`config.mk`:
```
export PLATFORM = sky130hd
export DESIGN_NAME = mfc_motor_feedback_config
export DESIGN_NICKNAME = d
export VERILOG_FILES = /design/src/mfc_pkg.sv /design/src/mfc_align_mem.sv /design/src/mfc_motor_feedback_config.sv
export SDC_FILE = /design/constraint.sdc
export NUM_CORES = 1
export LEC_CHECK = 0
export ABC_AREA = 0
export BUFFER_PORTS_ARGS = -buffer_cell sky130_fd_sc_hd__clkbuf_2
export CAP_MARGIN = 10
export CORE_MARGIN = 5
export CORE_UTILIZATION = 55
export CTS_CLUSTER_SIZE = 8
export DETAILED_ROUTE_END_ITERATION = 8
export PLACE_DENSITY = 0.77
export SYNTH_ARGS = -nofsm -noshare
export SYNTH_HDL_FRONTEND = slang
export SYNTH_SLANG_ARGS = --single-unit
```
`constraint.sdc`:
```
create_clock -name mclk -period 3.8 [get_ports mclk]
set_input_delay 0.57 -clock mclk [delete_from_list [all_inputs] [get_ports mclk]]
set_output_delay 0.57 -clock mclk [all_outputs]
set_load 0.1 [all_outputs]
```
`src/mfc_pkg.sv`:
```
// package for the motor feedback configuration block: object map, reset values, types
package mfc_pkg;

  // ==========================================================================
  // object indices and subindices
  // ==========================================================================
  localparam logic [15:0] MFC_IDX_SENSORLESS = 16'h3380;
  localparam logic [15:0] MFC_IDX_HALL = 16'h3390;
  localparam logic [15:0] MFC_IDX_ENCODER = 16'h33A0;
  localparam logic [7:0] MFC_SUB_COUNT = 8'h00;
  localparam logic [7:0] MFC_SUB_OHMS = 8'h01;
  localparam logic [7:0] MFC_SUB_HENRIES = 8'h02;
  localparam logic [7:0] MFC_SUB_FLUX = 8'h03;
  localparam logic [7:0] MFC_SUB_ENGAGE = 8'h04;
  localparam logic [7:0] MFC_SUB_DISENGAGE = 8'h05;
  localparam logic [7:0] MFC_SUB_HALL_FIRST = 8'h01;
  localparam logic [7:0] MFC_SUB_HALL_LAST = 8'h0C;
  localparam logic [7:0] MFC_SUB_ENC_SETUP = 8'h01;
  localparam logic [7:0] MFC_SUB_ENC_OFFSET = 8'h02;

  // ==========================================================================
  // entry counts, reset values, field positions
  // ==========================================================================
  localparam logic [7:0] MFC_SENSORLESS_COUNT = 8'h05;
  localparam logic [7:0] MFC_HALL_COUNT = 8'h0C;
  localparam logic [7:0] MFC_ENCODER_COUNT = 8'h02;
  localparam logic [31:0] MFC_PARAM_RST = 32'h00000000;
  localparam logic [31:0] MFC_ENGAGE_RST = 32'h00000078;
  localparam logic [31:0] MFC_DISENGAGE_RST = 32'h00000064;
  localparam logic [15:0] MFC_WORD_RST = 16'h0000;
  localparam int MFC_ENC_INDEX_BIT = 0;
  localparam int MFC_HALL_AW = 4;
  localparam int MFC_HALL_ENTRIES = 12;

  // ==========================================================================
  // types
  // ==========================================================================
  typedef enum logic [3:0] {
    MFC_T_NONE, MFC_T_CNT_SL, MFC_T_OHMS, MFC_T_HENRIES, MFC_T_FLUX, MFC_T_ENGAGE,
    MFC_T_DISENGAGE, MFC_T_CNT_HALL, MFC_T_HALL, MFC_T_CNT_ENC, MFC_T_ENC_SETUP, MFC_T_ENC_OFFSET
  } mfc_target_type;

  // sensorless hysteresis state, one bit so the path is gray by nature
  typedef enum logic {
    MFC_SL_IDLE = 1'b0,
    MFC_SL_RUN = 1'b1
  } mfc_sl_state_type;

  typedef struct packed {
    logic valid;
    logic write;
    logic [15:0] index;
    logic [7:0] sub;
    logic [31:0] wdata;
  } mfc_obj_req_type;

  typedef struct packed {
    logic ack;
    logic err;
    logic [31:0] rdata;
  } mfc_obj_rsp_type;

  typedef struct packed {
    logic active;
    logic [31:0] windingOhms;
    logic [31:0] windingHenries;
    logic [31:0] fluxLinkage;
  } mfc_sensorless_type;

  typedef struct packed {
    logic useIndex;
    logic alignValid;
    logic [15:0] indexOffset;
  } mfc_encoder_type;

endpackage : mfc_pkg

```
`src/mfc_align_mem.sv`:
```
// twelve-entry hall alignment store with one write port and two registered read ports
`timescale 1ns/1ns
module mfc_align_mem (
  // clock and reset
  input wire logic mclk,
  input wire logic arst_n,
  // write port
  input wire logic wrEn,
  input wire logic [3:0] wrAddr,
  input wire logic [15:0] wrData,
  // read port a, control loop
  input wire logic [3:0] rdAddrA,
  output logic [15:0] rdDataA,
  // read port b, object access
  input wire logic [3:0] rdAddrB,
  output logic [15:0] rdDataB
);
  import mfc_pkg::*;

  logic [15:0] entry_q [MFC_HALL_ENTRIES];

  // ==========================================================================
  // storage
  // ==========================================================================
  // flops rather than a ram so every entry clears on reset
  for (genvar i = 0; i < MFC_HALL_ENTRIES; i++) begin : g_entry
    always_ff @(posedge mclk or negedge arst_n) begin
      if (!arst_n) begin
        entry_q[i] <= MFC_WORD_RST;
      end else if (wrEn && wrAddr == 4'(i)) begin
        entry_q[i] <= wrData;
      end
    end
  end

  // ==========================================================================
  // registered reads, out-of-range address reads zero
  // ==========================================================================
  always_ff @(posedge mclk or negedge arst_n) begin
    if (!arst_n) begin
      rdDataA <= MFC_WORD_RST;
      rdDataB <= MFC_WORD_RST;
    end else begin
      rdDataA <= (rdAddrA < 4'(MFC_HALL_ENTRIES)) ? entry_q[rdAddrA] : MFC_WORD_RST;
      rdDataB <= (rdAddrB < 4'(MFC_HALL_ENTRIES)) ? entry_q[rdAddrB] : MFC_WORD_RST;
    end
  end

endmodule : mfc_align_mem

```
`src/mfc_motor_feedback_config.sv`:
```
// motor feedback configuration: sensorless, hall and encoder parameter objects
`timescale 1ns/1ns
module mfc_motor_feedback_config (
  // clock and reset
  input wire logic mclk,
  input wire logic arst_n,
  // object access from the fieldbus side
  input mfc_pkg::mfc_obj_req_type objReq,
  output mfc_pkg::mfc_obj_rsp_type objRsp,
  // result writes from the identification run
  input mfc_pkg::mfc_obj_req_type idReq,
  // control loop status
  input wire logic closedLoop,
  input wire logic sensorsFound,
  input wire logic [31:0] speedRpm,
  input wire logic [3:0] hallStep,
  // parameters handed to the control loop
  output mfc_pkg::mfc_sensorless_type sensorless,
  output logic [15:0] hallOffset,
  output mfc_pkg::mfc_encoder_type encoder
);
  import mfc_pkg::*;

  // ==========================================================================
  // decode of index and subindex into a target
  // ==========================================================================
  function automatic mfc_target_type decodeTarget(input logic [15:0] index, input logic [7:0] sub);
    mfc_target_type t;
    t = MFC_T_NONE;
    if (index == MFC_IDX_SENSORLESS) begin
      unique case (sub)
        MFC_SUB_COUNT: t = MFC_T_CNT_SL;
        MFC_SUB_OHMS: t = MFC_T_OHMS;
        MFC_SUB_HENRIES: t = MFC_T_HENRIES;
        MFC_SUB_FLUX: t = MFC_T_FLUX;
        MFC_SUB_ENGAGE: t = MFC_T_ENGAGE;
        MFC_SUB_DISENGAGE: t = MFC_T_DISENGAGE;
        default: t = MFC_T_NONE;
      endcase
    end else if (index == MFC_IDX_HALL) begin
      if (sub == MFC_SUB_COUNT) begin
        t = MFC_T_CNT_HALL;
      end else if (sub >= MFC_SUB_HALL_FIRST && sub <= MFC_SUB_HALL_LAST) begin
        t = MFC_T_HALL;
      end
    end else if (index == MFC_IDX_ENCODER) begin
      unique case (sub)
        MFC_SUB_COUNT: t = MFC_T_CNT_ENC;
        MFC_SUB_ENC_SETUP: t = MFC_T_ENC_SETUP;
        MFC_SUB_ENC_OFFSET: t = MFC_T_ENC_OFFSET;
        default: t = MFC_T_NONE;
      endcase
    end
    return t;
  endfunction : decodeTarget

  // entry counts are the only read-only targets
  function automatic logic isReadOnly(input mfc_target_type t);
    return (t == MFC_T_CNT_SL) || (t == MFC_T_CNT_HALL) || (t == MFC_T_CNT_ENC);
  endfunction : isReadOnly

  // ==========================================================================
  // declarations
  // ==========================================================================
  // decode and shared write path
  mfc_target_type hostTarget;
  mfc_target_type idTarget;
  mfc_target_type wrTarget;
  logic idWr;
  logic hostWr;
  logic hostErr;
  logic wrEn;
  logic [31:0] wrData;
  logic [7:0] wrSub;
  logic [3:0] hallWrAddr;
  logic [3:0] hallRdAddr;
  logic [15:0] hallRdData;
  logic [31:0] rdValue;
  logic speedAbove;
  logic speedBelow;
  logic hallWrEn;

  // parameter registers
  logic [31:0] ohms_q;
  logic [31:0] henries_q;
  logic [31:0] flux_q;
  logic [31:0] engageRpm_q;
  logic [31:0] disengageRpm_q;
  logic [15:0] encSetup_q;
  logic [15:0] encOffset_q;
  logic encAlignValid_q;
  mfc_sl_state_type slState_q;
  mfc_sl_state_type slState_d;

  // answer registers
  logic rspAck_q;
  logic rspErr_q;
  logic rspHall_q;
  logic [31:0] rspData_q;

  // ==========================================================================
  // write arbitration
  // ==========================================================================
  // the identification run owns the parameters while it writes, so it wins a clash
  always_comb begin
    hostTarget = decodeTarget(objReq.index, objReq.sub);
    idTarget = decodeTarget(idReq.index, idReq.sub);
  end

  // a write needs a mapped, writable target; the host yields to the identification run
  always_comb begin
    idWr = idReq.valid && idReq.write && idTarget != MFC_T_NONE && !isReadOnly(idTarget);
    hostWr = objReq.valid && objReq.write && hostTarget != MFC_T_NONE && !isReadOnly(hostTarget) && !idWr;
    wrEn = idWr || hostWr;
  end

  // one shared write path keeps every register single-driven
  always_comb begin
    if (idWr) begin
      wrTarget = idTarget;
      wrData = idReq.wdata;
      wrSub = idReq.sub;
    end else begin
      wrTarget = hostTarget;
      wrData = objReq.wdata;
      wrSub = objReq.sub;
    end
  end

  // error cases: unknown object, write to a count entry, write lost to the identification run
  always_comb begin
    hostErr = 1'b0;
    if (hostTarget == MFC_T_NONE) begin
      hostErr = 1'b1;
    end else if (objReq.write && isReadOnly(hostTarget)) begin
      hostErr = 1'b1;
    end else if (objReq.write && idWr) begin
      hostErr = 1'b1;
    end
  end

  // ==========================================================================
  // sensorless parameter set
  // ==========================================================================
  // float values are held as raw bit patterns, the loop does the arithmetic
  always_ff @(posedge mclk or negedge arst_n) begin
    if (!arst_n) begin
      ohms_q <= MFC_PARAM_RST;
      henries_q <= MFC_PARAM_RST;
      flux_q <= MFC_PARAM_RST;
    end else if (wrEn) begin
      if (wrTarget == MFC_T_OHMS) begin
        ohms_q <= wrData;
      end
      if (wrTarget == MFC_T_HENRIES) begin
        henries_q <= wrData;
      end
      if (wrTarget == MFC_T_FLUX) begin
        flux_q <= wrData;
      end
    end
  end

  // engage and disengage thresholds in rpm
  always_ff @(posedge mclk or negedge arst_n) begin
    if (!arst_n) begin
      engageRpm_q <= MFC_ENGAGE_RST;
      disengageRpm_q <= MFC_DISENGAGE_RST;
    end else if (wrEn) begin
      if (wrTarget == MFC_T_ENGAGE) begin
        engageRpm_q <= wrData;
      end
      if (wrTarget == MFC_T_DISENGAGE) begin
        disengageRpm_q <= wrData;
      end
    end
  end

  // ==========================================================================
  // sensorless engage state
  // ==========================================================================
  // strict comparisons, so with engage above disengage a speed equal to a threshold never moves the state
  always_comb begin
    speedAbove = speedRpm > engageRpm_q;
    speedBelow = speedRpm < disengageRpm_q;
  end

  // thresholds written the wrong way round leave no band, so a speed between them toggles the state every cycle; nothing guards it
  always_comb begin
    slState_d = slState_q;
    if (!closedLoop || sensorsFound) begin
      slState_d = MFC_SL_IDLE;
    end else begin
      unique case (slState_q)
        MFC_SL_IDLE: begin
          if (speedAbove) begin
            slState_d = MFC_SL_RUN;
          end
        end
        MFC_SL_RUN: begin
          if (speedBelow) begin
            slState_d = MFC_SL_IDLE;
          end
        end
      endcase
    end
  end

  // held in the band between thresholds
  always_ff @(posedge mclk or negedge arst_n) begin
    if (!arst_n) begin
      slState_q <= MFC_SL_IDLE;
    end else begin
      slState_q <= slState_d;
    end
  end

  // parameter set travels with the engage flag
  always_comb begin
    sensorless.active = (slState_q == MFC_SL_RUN);
    sensorless.windingOhms = ohms_q;
    sensorless.windingHenries = henries_q;
    sensorless.fluxLinkage = flux_q;
  end

  // ==========================================================================
  // hall alignment table
  // ==========================================================================
  // subindex 1..12 maps onto entry 0..11
  always_comb begin
    hallWrAddr = 4'(wrSub - MFC_SUB_HALL_FIRST);
    hallRdAddr = 4'(objReq.sub - MFC_SUB_HALL_FIRST);
    hallWrEn = wrEn && wrTarget == MFC_T_HALL;
  end

  mfc_align_mem u_align_mem (
    .mclk(mclk),
    .arst_n(arst_n),
    .wrEn(hallWrEn),
    .wrAddr(hallWrAddr),
    .wrData(wrData[15:0]),
    .rdAddrA(hallStep),
    .rdDataA(hallOffset),
    .rdAddrB(hallRdAddr),
    .rdDataB(hallRdData)
  );

  // ==========================================================================
  // incremental encoder setup
  // ==========================================================================
  // whole setup word kept so later bits can be given meaning without a new object
  always_ff @(posedge mclk or negedge arst_n) begin
    if (!arst_n) begin
      encSetup_q <= MFC_WORD_RST;
      encOffset_q <= MFC_WORD_RST;
    end else if (wrEn) begin
      if (wrTarget == MFC_T_ENC_SETUP) begin
        encSetup_q <= wrData[15:0];
      end
      if (wrTarget == MFC_T_ENC_OFFSET) begin
        encOffset_q <= wrData[15:0];
      end
    end
  end

  // alignment counts as supplied once anyone writes it; only reset withdraws it
  always_ff @(posedge mclk or negedge arst_n) begin
    if (!arst_n) begin
      encAlignValid_q <= 1'b0;
    end else if (wrEn && wrTarget == MFC_T_ENC_OFFSET) begin
      encAlignValid_q <= 1'b1;
    end
  end

  // encoder view handed to the control loop
  always_comb begin
    encoder.useIndex = encSetup_q[MFC_ENC_INDEX_BIT];
    encoder.indexOffset = encOffset_q;
    encoder.alignValid = encAlignValid_q;
  end

  // ==========================================================================
  // read data selection
  // ==========================================================================
  // reads see the value before any write of the same cycle
  always_comb begin
    unique case (hostTarget)
      MFC_T_CNT_SL: rdValue = {24'h000000, MFC_SENSORLESS_COUNT};
      MFC_T_OHMS: rdValue = ohms_q;
      MFC_T_HENRIES: rdValue = henries_q;
      MFC_T_FLUX: rdValue = flux_q;
      MFC_T_ENGAGE: rdValue = engageRpm_q;
      MFC_T_DISENGAGE: rdValue = disengageRpm_q;
      MFC_T_CNT_HALL: rdValue = {24'h000000, MFC_HALL_COUNT};
      MFC_T_CNT_ENC: rdValue = {24'h000000, MFC_ENCODER_COUNT};
      MFC_T_ENC_SETUP: rdValue = {16'h0000, encSetup_q};
      MFC_T_ENC_OFFSET: rdValue = {16'h0000, encOffset_q};
      default: rdValue = 32'h00000000;
    endcase
  end

  // ==========================================================================
  // answer to the object port
  // ==========================================================================
  // every request is answered one cycle later, reads and writes alike
  always_ff @(posedge mclk or negedge arst_n) begin
    if (!arst_n) begin
      rspAck_q <= 1'b0;
      rspErr_q <= 1'b0;
      rspHall_q <= 1'b0;
      rspData_q <= 32'h00000000;
    end else begin
      rspAck_q <= objReq.valid;
      rspErr_q <= objReq.valid && hostErr;
      rspHall_q <= objReq.valid && !objReq.write && hostTarget == MFC_T_HALL;
      if (objReq.valid && !objReq.write && !hostErr) begin
        rspData_q <= rdValue;
      end else begin
        rspData_q <= 32'h00000000;
      end
    end
  end

  // hall words come from the memory's own output register
  always_comb begin
    objRsp.ack = rspAck_q;
    objRsp.err = rspErr_q;
    objRsp.rdata = rspHall_q ? {16'h0000, hallRdData} : rspData_q;
  end

endmodule : mfc_motor_feedback_config

```
Yosys cells after proc, flatten, opt, wreduce, memory -nomap -nowiden
Index checks and enable logic that the tools add are counted.

word-level totals
  latch bits = 0
  output and inout port bits = 165
  memories = 0
  bits of input ports = 156
  memory bits (writable) = 0
  logic and storage cells = 180
  bits in registers = 453
  ROM bits = 0

cells by class
  reductions and logical operators = 54
  divide/modulo/power cells = 0
  magnitude comparators = 10
  equality and inequality tests = 49
  multiply operators = 0
  mux-type cells = 35
  $add $sub $neg = 2
  bitwise logic cells = 3
  shifts and indexed selects = 0

operators with widths
  kind                                                                                 number
  32-bit case mux with 10 select lines                                                 1
  16-bit binary-select mux with 4-bit select                                           2
  16-bit by 14-bit == test with 1-bit output, second input constant                    6
  16-bit 2-to-1 mux                                                                    6
  32-bit 2-to-1 mux                                                                    3
  4-bit by 3-bit == test with 1-bit output, second input constant                      12
  4-bit == test, second input constant                                                 12
  4-bit 2-to-1 mux                                                                     12
  3-bit case mux with 6 select lines                                                   2
  8-bit by 2-bit == test with 1-bit output, second input constant                      4
  8-bit by 3-bit == test with 1-bit output, second input constant                      4
  32-bit greater-than comparator                                                       1
  32-bit less-than comparator                                                          1
  1-bit logical AND                                                                    29
  4-bit by 2-bit == test with 1-bit output, second input constant                      6
  4-bit case mux with 3 select lines                                                   2
  8-bit by 1-bit == test with 1-bit output, second input constant                      2
  8-bit by 1-bit greater-or-equal comparator with 1-bit output, second input constant  2
  8-bit by 4-bit <= comparator with 1-bit output, second input constant                2
  8-bit logical NOT                                                                    2
  2-bit AND reduction                                                                  7
  4-bit by 1-bit == test with 1-bit output, second input constant                      3
  5-bit greater-or-equal comparator, second input constant                             2
  4-bit NOT with 5-bit output                                                          2
  other kinds (9)                                                                      28

Longest topological paths before layout
Gate-level depths: netlist of the first run.

  depth in word-level cells = 18
  mapped depth = 14
  mapped depth without buffers = 10

Hierarchy
Synthesis of the first run repeated with hierarchy kept, for this count alone.

unflattened totals
  cell total of the unflattened synthesis = 1780
  area total of the unflattened synthesis = 23986.8 um^2

by module, submodules not included
  module                     cells an instance  instances  seq. area each (um^2)  area an instance (um^2)
  mfc_motor_feedback_config  1085               1          5739.3                 12937.4
  mfc_align_mem              695                1          5605.4                 11049.3

Worst setup path before layout of the first run
No wires, ideal clock.

  path type = input -> register
  start point = input port objReq[37] in the netlist's numbering
  end point = register encSetup_q[10]
  required time = 3.675 ns
  stages on the path = 11
  path buffers = 3
  setup time = 0.125 ns
  arrival = 3.564 ns
  setup slack = 0.111 ns
  cell sequence = or4_1 buf_2 or4_1 or4_1 buf_2 xnor2_1 or3_1 a41oi_4 nor2_4 buf_12 mux2_4

between the ends
  cells in the longest elaborated chain, start to end = 14
  elaborated cells on any way between the ends = 30
  classes of those cells = order compare: 2; eq/ne: 9; mux: 8; reduce/logical: 11

ends and longest elaborated chain
  item                                                                                                                            line                              text
  from (decl)                                                                                                                     mfc_motor_feedback_config.sv:8    input mfc_pkg::mfc_obj_req_type objReq,
  8-bit by 1-bit greater-or-equal comparator with 1-bit output or 8-bit by 4-bit <= comparator with 1-bit output (tied branches)  mfc_motor_feedback_config.sv:43   end else if (sub >= MFC_SUB_HALL_FIRST && sub <= MFC_SUB_HALL_LAST) begin
  1-bit logical AND                                                                                                               mfc_motor_feedback_config.sv:43
  4-bit 2-to-1 mux                                                                                                                mfc_motor_feedback_config.sv:43
  4-bit 2-to-1 mux                                                                                                                mfc_motor_feedback_config.sv:41   if (sub == MFC_SUB_COUNT) begin
  4-bit 2-to-1 mux                                                                                                                mfc_motor_feedback_config.sv:40   end else if (index == MFC_IDX_HALL) begin
  4-bit 2-to-1 mux *                                                                                                              mfc_motor_feedback_config.sv:30   if (index == MFC_IDX_SENSORLESS) begin
  4-bit by 1-bit == test with 1-bit output or 4-bit by 3-bit == test with 1-bit output (tied branches)                            mfc_motor_feedback_config.sv:59   return (t == MFC_T_CNT_SL) || (t == MFC_T_CNT_HALL) || (t == MFC_T_CNT_ENC);
  1-bit logical OR (2 in series)                                                                                                  mfc_motor_feedback_config.sv:59
  1-bit logical NOT                                                                                                               mfc_motor_feedback_config.sv:113  hostWr = objReq.valid && objReq.write && hostTarget != MFC_T_NONE && !isReadOnly(hostTarget) && !idWr;
  1-bit logical AND (2 in series)                                                                                                 mfc_motor_feedback_config.sv:113
  1-bit logical OR                                                                                                                mfc_motor_feedback_config.sv:114  wrEn = idWr || hostWr;
  2-bit AND reduction (no source line) *                                                                                          -
  to (signal assigned)                                                                                                            mfc_motor_feedback_config.sv:258  encSetup_q <= wrData[15:0];
  to (decl)                                                                                                                       mfc_motor_feedback_config.sv:89   logic [15:0] encSetup_q;

Every way passes the cells marked *; elsewhere a longest branch is shown, timed or not.
A chain may end at the register's enable or synchronous reset.

Worst setup path in the final report of the first run
  start point = input port objReq[33] in the netlist's numbering
  end point = register rspData_q[30]

between the ends
  cells in the longest elaborated chain, start to end = 15
  elaborated cells on any way between the ends = 36
  classes of those cells = order compare: 2; eq/ne: 15; mux: 11; reduce/logical: 8

ends and longest elaborated chain
  item                                                                                                                            line                                                               text
  8-bit by 1-bit greater-or-equal comparator with 1-bit output or 8-bit by 4-bit <= comparator with 1-bit output (tied branches)  mfc_motor_feedback_config.sv:43
  1-bit logical AND                                                                                                               mfc_motor_feedback_config.sv:43
  4-bit 2-to-1 mux                                                                                                                mfc_motor_feedback_config.sv:43
  4-bit 2-to-1 mux                                                                                                                mfc_motor_feedback_config.sv:41
  4-bit 2-to-1 mux                                                                                                                mfc_motor_feedback_config.sv:40
  4-bit 2-to-1 mux *                                                                                                              mfc_motor_feedback_config.sv:30
  4-bit by 1-bit == test with 1-bit output or 4-bit by 3-bit == test with 1-bit output (tied branches)                            mfc_motor_feedback_config.sv:59, mfc_motor_feedback_config.sv:287
  1-bit logical OR (2 in series)                                                                                                  mfc_motor_feedback_config.sv:59
  1-bit logical AND                                                                                                               mfc_motor_feedback_config.sv:135                                   end else if (objReq.write && isReadOnly(hostTarget)) begin
  1-bit 2-to-1 mux                                                                                                                mfc_motor_feedback_config.sv:135
  1-bit 2-to-1 mux                                                                                                                mfc_motor_feedback_config.sv:133                                   if (hostTarget == MFC_T_NONE) begin
  1-bit logical NOT                                                                                                               mfc_motor_feedback_config.sv:316                                   if (objReq.valid && !objReq.write && !hostErr) begin
  1-bit logical AND                                                                                                               mfc_motor_feedback_config.sv:316
  32-bit 2-to-1 mux *                                                                                                             mfc_motor_feedback_config.sv:316
  to (signal assigned)                                                                                                            mfc_motor_feedback_config.sv:317                                   rspData_q <= rdValue;
  to (decl)                                                                                                                       mfc_motor_feedback_config.sv:99                                    logic [31:0] rspData_q;

Marked as above.

==> impl_results.md, run 1 <==
- Status: completed
- GRT Overall Usage: 32.0%
- FMAX: between 300 and 400 MHz
- Kind of critical path: primary input to flop
- Final hold violation count: 0
- I/O Buffers: 320
- Remaining antenna violation count: 0
- RSZ-0062 raised after global routing: false
- Post-CTS sizing: 0
- Number of rows in the core area: 77
- Pre-antenna DRT Iters: 6
- Startpoint Class: primary input
- Crit. End Element: flop
- Cell variety after synth: 86
- Slowest Stage Delay on Critical Path: about 840 ps
- Delay-heaviest family, CP: simple AND/OR/NAND/NOR gates
- # fillers: ~3.3k
- Async S/R FF share, synth: 100%
- Number of hold buffers added after cts: 0
- Syn nets: about 2.4k
- Post-Syn Area: ~24000 um2
- Final Skew: about 27 ps
- Most frequent cells after synthesis: dfrtp_1, nand2_1, o22a_1
- Crit-path slowest cell: nor2_2
- H-tree depth: 3
- GPL Wtd Cong: between 0.9 and 1
- Share of layout cells above drive strength 1: between 30% and 40%
- Slew Limit Fails: 0
- Hold crit path type: primary input to async pin
- Tightest Pin Transition: about 1200 ps
- Reg area: around 11000 um2
- Nets: about 2.7k
- Leakage: between 10 and 15 nW
- Average cell area after synthesis: 11.4 um2
- Post-synth EDFFs: 0
- Core area: around 44000 um2
- CTS Buf Count: between 60 and 70
- CTS tree: yes
- CP bufs+invs: 4
- Vias in the first global route: about 21k
- Die area: roughly 48000 um2
- IO Count: roughly 320
- Count leader, synth: dfrtp_1
- Arrival @ worst endpoint: around 3800 ps
- Via/cell ratio: around 6.5
- Wire per inst: ~25 um
- Endpoints failing setup: 0
- Post-synth top area cell: dfrtp_1
- CTS clock-pin slew for the worst setup and hold paths: 50 ps
- First-pass GRT wire length: 121000 um
- Final core utilization: 66.1%
- Max-Cap Viols: 0
- Post-synth top flop: dfrtp_1
- Gr ovfl total: 0
- Max FO, Critical Path: 16
- Initial core utilization: 55.3%
- Pwr Total: around 11 mW
- Clk sinks: roughly 450
- Post-Route WL: between 70000 and 80000 um
- 1st-iter DRT viols: between 2k and 2.5k
- Overall die height: 220 um
- Cell Pwr Density: ~380 nW/um2
- Sequential-to-total area share from yosys stat: between 40% and 50%
- YS warnings: 0
- Pin count of the biggest net entering global routing: between 100 and 150
- Worst skew pair latency: 580 ps
- Post-route setup slack: roughly 480 ps
- Synth-to-Final Area Change: 19.5%
- DRC viols: 0
- CP cell instances: clkbuf_2 > inv_1 > ha_1 > nor3b_1 > or4_1 > or4_1 > buf_4 > nand2_4 > or3_1 > nor2_2 > buf_4 > nand2_1 > a31oi_1
- Die span in x: 220 um
- Worst vdd ir: 0.331 mV
- Top cells by area, synth: dfrtp_1, mux4_2, o22a_1, nand2_1, mux2_4
- Mapped Cells: about 2.1k
- Root Buffer: clkbuf_16
- Crit path time final: 3320 ps
- Vias: between 20k and 25k
- Worst slack, placed: -90.7 ps
- Postcts setup bufs: 0
- CTS Buffer Depth: 3
- Synth top area share: between 40 and 50%
- #FFs+latches synth: 453
- Worst endpoint required time: around 4300 ps
- Multi-input logic area: roughly 12000 um2
- Slew margin rel.: approximately 23%
- Post-route clock period utilization: between 80% and 90%
- Post-DP HPWL: 54100 um
- Initial antenna violation count: 3
[metal layers]
layer  vias to the layer above  share of wire, %  GRT usage (%)
met4                         0               4.5           14.0
met2                      1166                49           53.0
li1                       8648                 -              -
met1                     10200                38           40.9
met5                         -                 0              0
met3                       263               8.9           7.22
[final timing paths]
kind / from / end / slack (ps) / depth (start not counted)
max: objReq[33] / rspData_q[30] / 480 / 13
min: arst_n / henries_q[28] / 5 / 1
max reg2reg: engageRpm_q[17] / slState_q / 1670 / 10
min reg2reg: disengageRpm_q[5] / disengageRpm_q[5] / 510 / 2
max in group asynchronous: arst_n / u_align_mem.entry_q[9] / 2680 / 2
min in group mclk: objReq[57] / rspAck_q / 150 / 1
[where the power goes]
group / switching, mW / internal, mW
clock network: 2.11 / 3.22
registers: 0.00182 / 4.84
logic: 0.482 / 0.257
total: 2.59 / 8.31
[stage by stage]
step	TNS, ps	instances	hold slack (ps)	area (um2)
after floorplan	0	2140	274	24300
final	0	3103	4.86	29000
after CTS	0	3099	28.6	29000
after global routing	0	3102	46.9	29000
after global placement	-270	3014	485	27200
after detailed placement	-2470	3014	500	27200
[sequential cells by signal, indices dropped and copies added, names as in the netlist]
name	count
u_align_mem.entry_q	192
disengageRpm_q	32
engageRpm_q	32
flux_q	32
henries_q	32
ohms_q	32
rspData_q	32
encOffset_q	16
encSetup_q	16
u_align_mem.rdDataA	16
u_align_mem.rdDataB	16
encAlignValid_q	1
rspAck_q	1
rspErr_q	1
rspHall_q	1
slState_q	1
[worst register-to-register path, stage by stage (launching register included)]
cell      delay [ps]
dfrtp_1          380
inv_1             60
ha_1             280
a21o_1           170
a21o_1           170
a21o_1           170
a21oi_1          150
nor3_1            60
or3_1            360
a21oi_1          130
a211oi_1          60
[final cells by class]
type / instances / share of cell area, %
inverters: 69 / 0.892
clock inverters: 5 / 0.216
clock buffers: 80 / 6.05
repair buffers: 428 / 9.69
well taps: 592 / 2.55
multi-input cells: 1472 / 41.5
flip-flops and latches: 453 / 39.1
diodes: 4 / 0.0345
[kinds of logic after synthesis]
group	share of synthesized area (%)
AND/OR/NAND/NOR	11.0
AO/OA/AOI/OAI	15.0
flip-flops	46.7
multiplexers	19.5
buffers and inverters	4.20
adder cells (fa/ha/maj)	3.50
XOR/XNOR	0.180
[cell usage in the layout (no fill, tap or decap), drive strengths merged, types with 8 or more instances in the layout]
cell	count
dfrtp	446
clkbuf	398
nand2	291
mux2	145
nor2	130
o22a	128
a21oi	125
buf	110
mux4	96
o21ai	86
inv	73
ha	68
mux2i	67
a222oi	42
a31oi	36
nand3	35
nor2b	28
a21o	22
nor3	16
nand4	15
nand2b	9
a211oi	9
or4	8
and2	8
nor4	8
(Power assumes the default switching activity.)
==> inputs of run 2 (changes only) <==
Settings changed: CORE_MARGIN 5 to 10, GPL_TIMING_DRIVEN set to 0, PLACE_DENSITY 0.77 to not set, PLACE_DENSITY_LB_ADDON set to 0.15.
==> impl_results.md, run 2 (synthesized netlist as in run 1, its figures left out) <==
- GRT Overall Usage: 33.1% (+1.1 points)
- Post-route clock period utilization: 98.4% (+11 points)
- Remaining antenna violation count: 0 (unchanged)
- Post-DP HPWL: 65100 um (+20%)
- Power share of the combinational group: 6.8% (about the same)
- Commonest non-fill, non-tap cell in the layout: dfrtp_1
- Multi-input logic area: 12100 um2 (+0.59%)
- Reg area: 11300 um2 (unchanged)
- Endpoints failing setup: 0 (unchanged)
- Slew Limit Fails: 0 (unchanged)
- Die area: 53000 um2 (+9.3%)
- GPL Wtd Cong: 0.957 (+3.3%)
- Top Metal Used: met4
- Metal3 WL: 7990 um (+14%)
- H-tree depth: 3 (unchanged)
- Arrival @ worst endpoint: 4260 ps (+470 ps)
- Final hold violation count: 0 (unchanged)
- Wire per inst: 28.5 um (+12%)
- Leakage: 13.4 nW (-1.2%)
- Hold crit path type: primary input to flop
- Crit path time final: 3740 ps (+423 ps)
- # fillers: 3414 (+4.6%)
- Met2 WL: 43000 um (+12%)
- Share of layout cells above drive strength 1: 29.8% (-1.2 points)
- Number of rows in the core area: 76 (-1.3%)
- Worst vdd ir: 0.398 mV (+20%)
- Sw Share: 24.2% (+0.39 points)
- Nets: 2758 (+1.6%)
- Vias: 21.1k (+4.1%)
- Worst hold path depth: 1
- Vias in the first global route: 21.6k (+2.8%)
- CTS clock-pin slew for the worst setup and hold paths: 50 ps (about the same)
- Root Buffer: clkbuf_16
- Crit. End Element: flop
- Max FO, Critical Path: 10 (-6)
- Inst Count DP: 3048 (+1.1%)
- Reg2Reg Depth: 10 (unchanged)
- Largest register by flop count: u_align_mem.entry_q
- First-pass GRT wire length: 134000 um (+11%)
- Startpoint Class: primary input
- Die span in x: 230 um (+4.5%)
- Gr ovfl total: 0 (unchanged)
- DRC viols: 0 (unchanged)
- CTS Buffer Depth: 3 (unchanged)
- Max-Cap Viols: 0 (unchanged)
- Psw: 2.66 mW (+2.6%)
- Core area: 43400 um2 (-1.3%)
- Pre-antenna DRT Iters: 6 (unchanged)
- Cell Pwr Density: 381 nW/um2 (+1.5%)
- Sequential Power Share: 44.0% (-0.4 points)
- Most frequent cells in the layout: dfrtp_1, clkbuf_2, nand2_1
- 1st-iter DRT viols: 2792 (+32%)
- Internal: 8.35 mW (+0.39%)
- Status: completed
- Via/cell ratio: 6.72 (+2.8%)
- Final Cell Area: 28900 um2 (-0.59%)
- Initial core utilization: 56.0% (+0.73 points)
- Pin count of the biggest net entering global routing: 115 (+0.88%)
- Fin cells: 3141 (+1.2%)
- Final Skew: 21.0 ps (-5.99 ps)
- Worst endpoint required time: 4320 ps (+50 ps)
- Max reg flops: 192 (unchanged)
- I/O Buffers: 317 (-0.94%)
- Kind of critical path: primary input to flop
- IO Count: 321 (unchanged)
- Initial antenna violation count: 3 (unchanged)
- Clk pwr share: 49.2% (+0.3 points)
- CTS tree: yes
- FMAX: 267 MHz (-11%)
- Clk sinks: 453 (unchanged)
- Worst skew pair latency: 600 ps (+20 ps)
- CTS Buf Count: 66 (unchanged)
- Overall die height: 230 um (+4.5%)
- Slew margin rel.: 22.9% (+0.049 points)
- Synth-to-Final Area Change: 18.7%
- Post-Route WL: 89500 um (+14%)
- Wl on met1: 33700 um (+13%)
- Dpl cell area: 26800 um2 (-1.6%)
- Pwr Total: 11.0 mW (+0.90%)
- Tightest Pin Transition: 1160 ps (+1.65 ps)
run 2: cell count changes in the layout (fill, tap and decap cells not counted), sizes merged:
cell	change
clkinv	+3
buf	-17
diode	-1
inv	-4
dlygate4sd3	+1
clkbuf	+63
run 2: power groups by stage:
stage / Sequential [mW] / Combinational [mW] / Clock, mW
2_1_floorplan: 4.92 / 0.350 / 0
3_3_place_gp: 4.92 / 0.689 / 0
3_5_place_dp: 4.92 / 0.723 / 0
4_1_cts: 4.84 / 0.734 / 5.43
5_1_grt: 4.83 / 0.813 / 5.64
6_report: 4.84 / 0.753 / 5.41
run 2: critical path: stages:
cell,delay (ps)
clkbuf_2,80
nor4b_1,460
nand4_1,160
buf_4,210
clkbuf_1,220
a2111oi_2,480
nand3b_1,280
o21ai_1,280
a31oi_1,270
nor2_1,620
buf_2,430
o22a_1,200
run 2: final timing paths:
path / from / end / slack, ps
worst max register to register: disengageRpm_q[25] / slState_q / 1640
worst max-delay path: idReq[43] / u_align_mem.entry_q[157] / 60
worst min register to register: encAlignValid_q / encAlignValid_q / 480
min in group asynchronous: arst_n / rspData_q[28] / 470
max in group asynchronous: arst_n / u_align_mem.rdDataA[10] / 1470
worst min-delay path: objReq[57] / rspAck_q / 120
run 2: through the flow:
stage / setup TNS, ps / worst slack [ps] / util (%) / hold WS [ps]
finish: 0 / 60.6 / 66.5 / 123
global route: -113 / -45.8 / 66.5 / 128
CTS: -3170 / -153 / 66.2 / 121
detailed placement: -248640 / -1010 / 61.7 / 467
global placement: -3761380 / -7920 / 61.4 / 465
floorplan: 0 / 111 / - / 274
run 2: final cells by class:
cell class	instances	share of cell area, %
Tap cell	585	2.54
Antenna cell	3	0.0260
Clock buffer	83	6.20
Clock inverter	4	0.225
Inverter	69	0.898
Timing Repair Buffer	327	6.10
Multi-Input combinational cell	1472	42.0
Sequential cell	453	39.3
Buffer	145	2.72
run 2: what timing repair did:
action                                 4_1_cts  5_1_grt
setup endpoints to repair                  185      367
setup buffers                                0        2
endpoints found under the hold margin       40        0
hold buffers                                 1        0
pin swaps                                    0        1
gates resized for setup                     18       42
run 2: per-layer routing:
layer  track usage [%]  up-vias
met5                 0        -
met4              17.4        0
met3              7.10      301
met2              53.7     1326
met1              41.1    10700
li1                  -     8750
